File: config.mk
export PLATFORM = sky130hd
export DESIGN_NAME = irq_sources
export DESIGN_NICKNAME = d
export VERILOG_FILES = /design/src/verilog/irq_src_pkg.sv /design/src/verilog/pin_sampler.sv /design/src/verilog/irq_sources.sv
export SDC_FILE = /design/constraint.sdc
export NUM_CORES = 1
export LEC_CHECK = 0
export ABC_CLOCK_PERIOD_IN_PS = 1590
export BUFFER_PORTS_ARGS = -buffer_cell sky130_fd_sc_hd__buf_2
export CAP_MARGIN = 20
export CORE_MARGIN = 10
export CORE_UTILIZATION = 48
export CTS_BUF_LIST = sky130_fd_sc_hd__clkbuf_16
export DETAILED_ROUTE_END_ITERATION = 6
export PLACE_DENSITY = 0.79
export SETUP_SLACK_MARGIN = 0.05
export SLEW_MARGIN = 20
export SYNTH_ARGS = -nofsm -noshare
export SYNTH_HDL_FRONTEND = slang
export SYNTH_SLANG_ARGS = --single-unit
File: constraint.sdc
create_clock -name core_clk -period 1.59 [get_ports core_clk]
set_clock_uncertainty 0.15 [all_clocks]
set_input_delay 0 -clock core_clk [delete_from_list [all_inputs] [get_ports core_clk]]
set_output_delay 0 -clock core_clk [all_outputs]
set_load 0.05 [all_outputs]
File: src/verilog/irq_src_pkg.sv
// Package: constants and carriers for the interrupt-source block
package irq_src_pkg;

  // ****************************************
  // Register bit positions
  // ****************************************
  localparam int unsigned MAIN_PORT_CHANGE_FLAG = 0;
  localparam int unsigned MAIN_PORT_CHANGE_EN = 3;
  localparam int unsigned MAIN_TIMER_OVERFLOW_EN = 5;
  localparam int unsigned SECOND_PORT_CHANGE_PRIORITY = 0;
  localparam int unsigned SECOND_TIMER_OVERFLOW_PRIORITY = 2;
  localparam int unsigned THIRD_PIN_B_PRIORITY = 6;
  localparam int unsigned THIRD_PIN_C_PRIORITY = 7;

  // ****************************************
  // Widths, rollover values and reset values
  // ****************************************
  localparam int unsigned NUM_PINS = 3;
  localparam int unsigned NUM_CHANGE = 4;
  localparam logic [7:0] LOW_ROLL_FROM = 8'hff;
  localparam logic [7:0] LOW_ROLL_TO = 8'h00;
  localparam logic [15:0] WIDE_ROLL_FROM = 16'hffff;
  localparam logic [15:0] WIDE_ROLL_TO = 16'h0000;
  localparam logic [2:0] PIN_RESET = 3'h0;
  localparam logic [3:0] CHANGE_RESET = 4'h0;

  // ****************************************
  // Carriers
  // ****************************************
  typedef struct packed {
    logic [2:0] pins;
    logic [2:0] polarity;
    logic [2:0] clear;
    logic [2:0] enable;
  } ext_pin_cfg_t;

  typedef struct packed {
    logic sixteen_bit;
    logic [15:0] count;
    logic clear;
    logic enable;
    logic priority_high;
  } timer_in_t;

  typedef struct packed {
    logic [3:0] pins;
    logic [3:0] is_input;
    logic port_access;
    logic clear;
    logic enable;
    logic priority_high;
  } change_in_t;

  typedef struct packed {
    logic high_req;
    logic low_req;
    logic wake;
    logic vector;
  } irq_out_t;

  typedef enum logic [1:0] {
    CPU_RUN = 2'b01,
    CPU_LOW_POWER = 2'b10
  } power_state_t;

endpackage

File: src/verilog/pin_sampler.sv
// Two-stage synchroniser plus previous-sample register for input pins
module pin_sampler #(
  parameter int unsigned WIDTH = 3
) (
  input wire logic core_clk,
  input wire logic nrst,
  input wire logic [WIDTH-1:0] pins,
  output logic [WIDTH-1:0] sample,
  output logic [WIDTH-1:0] previous
);

  typedef struct packed {
    logic [WIDTH-1:0] meta;
    logic [WIDTH-1:0] sync;
    logic [WIDTH-1:0] prev;
  } sampler_state_t;

  sampler_state_t state;
  sampler_state_t next_state;

  // ****************************************
  // Sampling
  // ****************************************
  always_comb begin
    next_state = state;
    next_state.meta = pins;
    next_state.sync = state.meta;
    next_state.prev = state.sync;
  end

  always_ff @(posedge core_clk or negedge nrst) begin
    if (!nrst) begin
      state <= '0;
    end else begin
      state <= next_state;
    end
  end

  assign sample = state.sync;
  assign previous = state.prev;

endmodule

File: src/verilog/irq_sources.sv
// Interrupt sources: external pins, timer overflow, port change
// ****************************************
// Summary of operation
// Pin edge: polarity 1 rising, 0 falling
// Selected pin edge sets its flag
// Cleared enable suppresses pin request
// Software clears pin flags itself
// Enabled pin sources wake from low power
// Wake vectors only with global enable
// Pin b/c priority from third control
// Pin a is always high priority
// 8-bit rollover FF to 00 sets flag
// 16-bit mode: FFFF to 0000 only
// Main bit 5 enables timer overflow
// Second bit 2 sets timer priority
// Change on pins 7:4 sets flag
// Main bit 3 enables port change
// Second bit 0 sets change priority
// Compare pins with latched port value
// Output pins excluded from change compare
// Mismatch keeps flag set until access
// Edges found by registered clock samples
// Priority 1 high, 0 low
// ****************************************
module irq_sources (
  input wire logic core_clk,
  input wire logic nrst,
  input irq_src_pkg::ext_pin_cfg_t ext_pin_cfg,
  input wire logic pin_b_priority,
  input wire logic pin_c_priority,
  input irq_src_pkg::timer_in_t timer_in,
  input irq_src_pkg::change_in_t change_in,
  input wire logic global_irq_en,
  input wire logic enter_low_power,
  output logic [2:0] ext_pin_flag,
  output logic timer_overflow_flag,
  output logic port_change_flag,
  output irq_src_pkg::irq_out_t irq_out,
  output logic cpu_sleeping
);

  typedef struct packed {
    logic [2:0] pin_flag;
    logic timer_flag;
    logic change_flag;
    logic [15:0] count_prev;
    logic [3:0] latched;
    logic [2:0] wake_armed;
    irq_src_pkg::power_state_t power;
    irq_src_pkg::irq_out_t out;
  } core_state_t;

  core_state_t state;
  core_state_t next_state;

  logic [2:0] pin_now;
  logic [2:0] pin_prev;
  logic [3:0] chg_now;

  // ****************************************
  // Pin synchronisers
  // ****************************************
  pin_sampler #(.WIDTH(3)) u_ext_sampler (
    .core_clk(core_clk),
    .nrst(nrst),
    .pins(ext_pin_cfg.pins),
    .sample(pin_now),
    .previous(pin_prev)
  );

  pin_sampler #(.WIDTH(4)) u_change_sampler (
    .core_clk(core_clk),
    .nrst(nrst),
    .pins(change_in.pins),
    .sample(chg_now),
    .previous()
  );

  // Edge of the selected polarity on one pin
  function automatic logic edge_seen(input logic now, input logic prev,
                                     input logic rising);
    edge_seen = rising ? (now & ~prev) : (~now & prev);
  endfunction

  // Rollover of a counter value from its top to zero
  function automatic logic rolled(input logic [15:0] now,
                                  input logic [15:0] prev,
                                  input logic wide);
    if (wide) begin
      rolled = (prev == irq_src_pkg::WIDE_ROLL_FROM) &&
               (now == irq_src_pkg::WIDE_ROLL_TO);
    end else begin
      rolled = (prev[7:0] == irq_src_pkg::LOW_ROLL_FROM) &&
               (now[7:0] == irq_src_pkg::LOW_ROLL_TO);
    end
  endfunction

  // ****************************************
  // Next-state logic
  // ****************************************
  logic [2:0] pin_edge;
  logic [3:0] mismatch;
  logic change_hit;
  logic [2:0] pin_req;
  logic timer_req;
  logic change_req;
  logic any_high;
  logic any_low;
  logic wake_now;

  always_comb begin
    next_state = state;
    pin_edge = '0;
    for (int i = 0; i < 3; i++) begin
      pin_edge[i] = edge_seen(pin_now[i], pin_prev[i],
                              ext_pin_cfg.polarity[i]);
    end
    // Set beats clear so an edge in the clearing cycle is kept
    next_state.pin_flag = (state.pin_flag & ~ext_pin_cfg.clear) |
                          pin_edge;

    // Timer counter is on-chip logic on this clock: no synchroniser
    next_state.count_prev = timer_in.count;
    next_state.timer_flag = (state.timer_flag & ~timer_in.clear) |
                            rolled(timer_in.count, state.count_prev,
                                   timer_in.sixteen_bit);

    // Compare only input-configured pins against last port access
    mismatch = (chg_now ^ state.latched) & change_in.is_input;
    change_hit = |mismatch;
    // A live mismatch re-sets the flag every cycle until an access
    next_state.change_flag = (state.change_flag & ~change_in.clear) |
                             change_hit;
    if (change_in.port_access) begin
      next_state.latched = chg_now;
    end

    pin_req = state.pin_flag & ext_pin_cfg.enable;
    timer_req = state.timer_flag & timer_in.enable;
    change_req = state.change_flag & change_in.enable;

    // Pin a has no select bit and is always high
    any_high = pin_req[0]
             | (pin_req[1] & pin_b_priority)
             | (pin_req[2] & pin_c_priority)
             | (timer_req & timer_in.priority_high)
             | (change_req & change_in.priority_high);
    any_low = (pin_req[1] & ~pin_b_priority)
            | (pin_req[2] & ~pin_c_priority)
            | (timer_req & ~timer_in.priority_high)
            | (change_req & ~change_in.priority_high);

    next_state.out.high_req = any_high;
    next_state.out.low_req = any_low;

    // Wake needs the enable that stood when low power was entered
    wake_now = |(state.pin_flag & state.wake_armed);
    next_state.out.wake = 1'b0;
    next_state.out.vector = 1'b0;
    case (state.power)
      irq_src_pkg::CPU_RUN: begin
        if (enter_low_power) begin
          next_state.power = irq_src_pkg::CPU_LOW_POWER;
          next_state.wake_armed = ext_pin_cfg.enable;
        end
      end
      irq_src_pkg::CPU_LOW_POWER: begin
        if (wake_now) begin
          next_state.power = irq_src_pkg::CPU_RUN;
          next_state.out.wake = 1'b1;
          next_state.out.vector = global_irq_en;
        end
      end
      default: begin
        next_state.power = irq_src_pkg::CPU_RUN;
      end
    endcase
  end

  always_ff @(posedge core_clk or negedge nrst) begin
    if (!nrst) begin
      state <= '0;
      state.power <= irq_src_pkg::CPU_RUN;
    end else begin
      state <= next_state;
    end
  end

  // ****************************************
  // Outputs from flip-flops; cpu_sleeping is decoded from state.power
  // ****************************************
  assign ext_pin_flag = state.pin_flag;
  assign timer_overflow_flag = state.timer_flag;
  assign port_change_flag = state.change_flag;
  assign irq_out = state.out;
  assign cpu_sleeping = (state.power == irq_src_pkg::CPU_LOW_POWER);

endmodule

==> flow_summary.toml, run 1 <==
[cells_and_area]
seq_area_sq_mm = 0.001277
number_of_antenna_cells_inserted = 0
fin_nets = 279
final_layout_size_suffix_gt1_share_pct = 32.17
final.fill_count = 206
postLayoutCellArea_sq_mm = 0.002699
synthToLayoutAreaGrowth_pct = 55.18
multi_input_logic_area_sq_um = 400.4

[timing]
rsz0062_at_grt = "false"
worst_pin_slew_ns = 0.5133
timing_max_transition_violations_final = 0
setup-violations-final = 0
final.period_utilization_pct = 91.88
timing.fmax_mhz = 684.5
final.min_clock_period_ns = 1.461
timing.final.hold_violations = 0
max-slew-margin-rel_pct = 65.78
finalSetupTns_ns = 0

[routing]
vias = 1337
routed_via_density = 4.844
drt-total-wl_um = 4401
drt_drc_violations_left = 0
dr.pass1.iters = 4
ant_nets = 0
wl_per_cell_um = 15.95
drt-initial-drc-count = 64

[yosys]
post_synth_inst_count = 119
synth-warning-count = 0
yosysTopAreaCell = "dfrtp_1"
synth.area.top_cells = "dfrtp_1, mux2_2, buf_4"
synth-seq-area-share_pct = 73.45
mappedNetlistArea_sq_mm = 0.001739
ys_ff_latch = 51
synthesis.area_per_instance_sq_um = 14.61
synth_cell_types = 24
synth_top_area_share_pct = 71.94
syn-num-nets = 169

[floorplan]
die_h_um = 80.20
width_of_the_die_um = 80.20
fp.coreArea_sq_mm = 0.003416
total_i_o_pin_count = 60
row_count = 21
die-area_sq_mm = 0.006431
start_util_pct = 50.92

[cts]
cts_setup_buffers = 0
tritoncts.num_buffers = 5
clockRootBuffer = "clkbuf_16"
ctsResizeCount = 0
cts_max_level = 2
clk_pin_slew_worst_paths_ns = 0.06
clkSinkCount = 51
ctsLongestPathBuffers = 2
clock_insertion_delay_worst_skew_ns = 0.27
cts_tree = "done"

[worst_setup_path]
critical_path.reg2reg.startpoint = "ext_pin_flag[2]$_DFF_PN0_"
crit_path_start_kind = "register"
path_class = "register to register"
critical_path_arrival_ns = 1.47
crit_fanout = 5
crit_path_start = "ext_pin_flag[2]$_DFF_PN0_"
critical_path.endpoint_type = "register"
cp.required_ns = 1.60

[global_route]
pin_count_of_the_biggest_net_entering_global_routing = 30
globalRouteOverflowTotal = 0
grt_usage_pct = 14.63
first_global_vias = 1511
number_of_antenna_violations_at_the_first_check_in_global_routing = 0
grt_first_pass_wirelength_um = 7362

[placement]
placement.io_buffers = 59
detailedPlacementHpwl_um = 2823
post_dp_cell_area_sq_mm = 0.002062
finalWeightedCongestion = 0.7402

[outcome]
status = "finished clean"

[hold_path]
holdCritPathClass = "primary input to async pin"

[power]
power.ir.vdd_worst_mv = 0.8668
power.static_leakage_nw = 1.285
power-per-cell-area_mw_per_mm2 = 1013

[run]
maxCapViolCount = 0
-- flip-flops by register name (all words and copies together), names as in the netlist, 3 cells and up --
register,cells
state,25
u_ext_sampler.next_state,3
u_change_sampler.sample,4
u_ext_sampler.previous,3
u_ext_sampler.sample,3
ext_pin_flag,3
irq_out,4
u_change_sampler.next_state,4
-- cell families after synthesis --
kind of cell / after synthesis / share of synthesized area, %
flops: 51 / 73.45
buf+inv: 10 / 3.669
mux: 7 / 4.533
xor+xnor: 4 / 2.014
compound gates: 11 / 5.539
simple gates: 36 / 10.79
-- final cells by class --
type / instances / share of cell area (%)
clock buffers: 5 / 4.636
clock inverters: 3 / 0.4172
repair buffers: 110 / 30.23
multi-input cells: 58 / 14.84
well taps: 46 / 2.133
inverters: 3 / 0.4172
flip-flops and latches: 51 / 47.33
-- cells in the final DEF, fill, tap and decap left out, drive strengths merged, types with 2 or more instances in the layout --
master	instances
and2	2
inv	4
clkbuf	5
dlygate4sd3	50
nor2	4
buf	60
o221ai	4
nand3	3
xor2	4
or4	2
nand4	4
mux2	7
a222oi	2
dfrtp	50
nand2	13
nor2b	4
clkinv	2
-- where the power goes --
group	internal [mW]	leakage (nW)	switching, mW	total, mW
clock	0.565	0.0701	0.391	0.957
combinational	0.187	0.610	0.179	0.366
sequential	1.37	0.605	0.0414	1.41
total	2.12	1.28	0.612	2.73
-- repair_timing --
item | CTS | global route
hold buffers | 50 | 0
endpoints found under the hold margin | 90 | 0
setup endpoints to repair | 0 | 0
-- routing by layer --
metal | track usage (%) | wire, um | vias to the layer above
met5 | 0 | 0 | -
met4 | 3.873 | 41 | 0
met3 | 5.122 | 292 | 4
met2 | 26.97 | 2390 | 40
met1 | 15.33 | 1677 | 656
li1 | - | - | 637
-- worst paths after layout --
check / endpoint / slack, ns / cells after the start
min: state[7]$_DFFE_PN0P_ / 0.08 / 2
max: ext_pin_flag[2]$_DFF_PN0_ / 0.13 / 3
min in group core_clk: timer_overflow_flag$_DFF_PN0_ / 0.09 / 4
min reg2reg: u_ext_sampler.sample[1]$_DFF_PN0_ / 0.20 / 0
max in group asynchronous: u_change_sampler.next_state[6]$_DFF_PN0_ / 0.69 / 3
max reg2reg: ext_pin_flag[2]$_DFF_PN0_ / 0.13 / 3
-- critical path: stages, from the launching register on --
cell and delay [ns]:
dfrtp_1 0.43, inv_1 0.08, o221ai_1 0.11, dlygate4sd3_1 0.57
-- synthesized netlist by cell type --
master,number
dfrtp_1,50
nand2_1,13
buf_4,7
mux2_2,7
nand4_1,4
nor2_1,4
nor2b_1,4
o221ai_1,4
xor2_1,4
inv_1,3
nand3_1,3
a222oi_1,2
and2_1,2
or4_1,2
a21oi_1,1
a32oi_1,1
a41o_1,1
dfstp_2,1
nand3b_1,1
nand4b_1,1
nor4_1,1
nor4b_1,1
o22a_1,1
o41ai_1,1
-- metrics by stage --
| step | instances | hold slack, ns | util [%] | total power, mW | worst slack [ns] |
|---|---|---|---|---|---|
| after floorplan | 119 | -0.4456 | - | 1.574 | 0.2257 |
| after global placement | 218 | -0.1571 | 60.37 | 1.679 | 0.1770 |
| after detailed placement | 218 | -0.1508 | 60.37 | 1.694 | 0.1620 |
| after CTS | 276 | 0.07839 | 79.01 | 2.755 | 0.1309 |
| after global routing | 276 | 0.09860 | 79.01 | 2.848 | 0.07271 |
| final | 276 | 0.08052 | 79.01 | 2.734 | 0.1290 |
Power figures use the tool's default switching activity.
==> run 2, diff against run 1 <==
Settings changed: ABC_CLOCK_PERIOD_IN_PS 1590 to 1800, CORE_UTILIZATION 48 to 52, CTS_BUF_LIST sky130_fd_sc_hd__clkbuf_16 to unset, PLACE_DENSITY 0.79 to 0.84.
Clock period 1.59 ns to 1.8 ns, I/O delays scaled along.
==> run 2 against run 1 <==
Against the previous run:
- clock-buffer cell count is 1 higher
- via count is 0.45% higher
- flip-flop and latch count stayed put
- routed wire length is 4.7% higher
- sequential power is 12% lower
- largest cell class unchanged
- die area is 5.8% lower
- combinational power is 9.0% lower
- register-to-register slack better by 0.04 ns
- clock power is 48% lower
- sequential share of layout area is 1.4 points higher
- hold slack better by 0.074 ns
==> flow_summary.toml, run 2 (synthesis results as in run 1) <==
[outcome]
status = "finished clean"

[timing]
worst_pin_slew_ns = 0.3549
timing_max_transition_violations_final = 0
max-slew-margin-rel_pct = 76.34
timing.final.hold_violations = 0
rsz0062_at_grt = "false"
holdWs_ns = 0.1541
final.min_clock_period_ns = 1.703
setup-violations-final = 0
timing.fmax_mhz = 587.1
final.period_utilization_pct = 94.63
finalSetupTns_ns = 0

[cells_and_area]
multi_input_logic_area_sq_um = 397.9
number_of_antenna_cells_inserted = 0
largest_reg_flops = 25
most_common_library_cell_in_the_layout_ignoring_fill_and_taps = "buf_2"
fin_nets = 280
final_layout_size_suffix_gt1_share_pct = 32.61
max_flop_register = "state"
synthToLayoutAreaGrowth_pct = 50.86
layout_common_cells = "buf_2, dlygate4sd3_1, dfrtp_1"
seq_area_sq_mm = 0.001277
final.fill_count = 174

[worst_setup_path]
path_class = "primary input to register"
critical_path_buf_inv_count = 2
crit_fanout = 2
cpPeakStageDelay_ns = 0.54
critical_path.reg2reg.startpoint = "ext_pin_flag[1]$_DFF_PN0_"
critical_path.endpoint_type = "register"
cp.required_ns = 1.94
crit_path_start = "timer_in[13]"
cpLargestDelayFamily = "buffers and inverters"
critical_path_arrival_ns = 1.84
crit_path_start_kind = "primary input"
crit_path_top_delay_cell = "dlygate4sd3_1"
crit_chain = "dlygate4sd3_1 > buf_2 > or4_1 > o41ai_1 > a41o_1"

[global_route]
grt_usage_pct = 15.54
number_of_antenna_violations_at_the_first_check_in_global_routing = 0
globalRouteOverflowTotal = 0
first_global_vias = 1541
pin_count_of_the_biggest_net_entering_global_routing = 52
grt_first_pass_wirelength_um = 7534

[power]
power.static_leakage_nw = 1.252
power-per-cell-area_mw_per_mm2 = 791.3
power.ir.vdd_worst_mv = 0.6406

[floorplan]
width_of_the_die_um = 77.83
fp.coreArea_sq_mm = 0.003128
die-area_sq_mm = 0.006058
total_i_o_pin_count = 60
row_count = 20
start_util_pct = 55.60
die_h_um = 77.83

[cts]
cts_max_level = 2
ctsLongestPathBuffers = 2
clock_insertion_delay_worst_skew_ns = 0.34
tritoncts.num_buffers = 5
clk_pin_slew_worst_paths_ns = 0.13
clkSinkCount = 51
cts_tree = "done"
ctsResizeCount = 0
clockRootBuffer = "clkbuf_4"
cts_setup_buffers = 0

[routing]
drt-initial-drc-count = 63
ant_nets = 0
vias = 1343
drt_drc_violations_left = 0
dr.pass1.iters = 4
wl_per_cell_um = 16.81
routed_via_density = 4.901
drt-total-wl_um = 4606

[hold_path]
holdCritPathClass = "primary input to register"
hold_path_startpoint = "change_in[8]"

[placement]
placement.io_buffers = 59
detailedPlacementHpwl_um = 2770
finalWeightedCongestion = 0.6796

[run]
maxCapViolCount = 0
run 2: final cells by class:
type | count | area share (%)
multi-input combinational | 58 | 15.16
clock buffer | 6 | 1.955
inverter | 3 | 0.4292
timing repair buffer | 111 | 31.47
tap | 44 | 2.098
sequential | 51 | 48.69
clock inverter | 1 | 0.1907
run 2: path summary, 6_finish.rpt:
path | endpoint | slack, ns | depth (start not counted)
worst max-delay path | timer_overflow_flag$_DFF_PN0_ | 0.1 | 5
worst min-delay path | u_change_sampler.next_state[4]$_DFF_PN0_ | 0.15 | 2
worst max register to register | irq_out[2]$_DFF_PN0_ | 0.17 | 4
worst min register to register | u_change_sampler.sample[0]$_DFF_PN0_ | 0.22 | 0
max in group asynchronous | state[4]$_DFFE_PN1P_ | 0.65 | 4
min in group asynchronous | timer_overflow_flag$_DFF_PN0_ | 0.57 | 4
run 2: worst reg2reg max path: cells and delay by family, from the launching register on:
| family | cells | cell delay [ns] |
|---|---|---|
| buffers and inverters | 1 | 0.58 |
| AOI/OAI and AO/OA | 2 | 0.25 |
| DFF | 1 | 0.45 |
| and+or+nand+nor | 1 | 0.08 |
run 2: report_power, final:
part / total [mW] / internal, mW / switching [mW]
Clock: 0.498 / 0.182 / 0.317
Sequential: 1.24 / 1.21 / 0.0363
Combinational: 0.333 / 0.172 / 0.162
run 2: timing repair:
item | CTS | global route
hold buffers | 51 | 0
endpoints found under the hold margin | 91 | 0
endpoints found under the setup margin | 0 | 0
run 2: through the flow:
| stage | power [mW] | cells | util (%) | cell area, sq um | setup WS, ns |
|---|---|---|---|---|---|
| final | 2.076 | 274 | 83.88 | 2624 | 0.09664 |
| after global routing | 2.173 | 274 | 83.88 | 2624 | 0.07019 |
| after CTS | 2.073 | 274 | 83.88 | 2624 | 0.1581 |
| after detailed placement | 1.495 | 216 | 65.76 | 2057 | 0.3321 |
| after global placement | 1.480 | 216 | 65.76 | 2057 | 0.3860 |
| after floorplan | 1.390 | 119 | - | 1739 | 0.1416 |
run 2: layer usage:
layer | part of all wire [%] | vias to the layer above | wire [um] | global-route usage (%)
met5 | 0 | - | 0 | 0
met4 | 1.6 | 0 | 72 | 5.292
met3 | 7.4 | 9 | 340 | 6.106
met2 | 55 | 56 | 2544 | 29.52
met1 | 36 | 645 | 1649 | 14.70
li1 | - | 633 | - | -
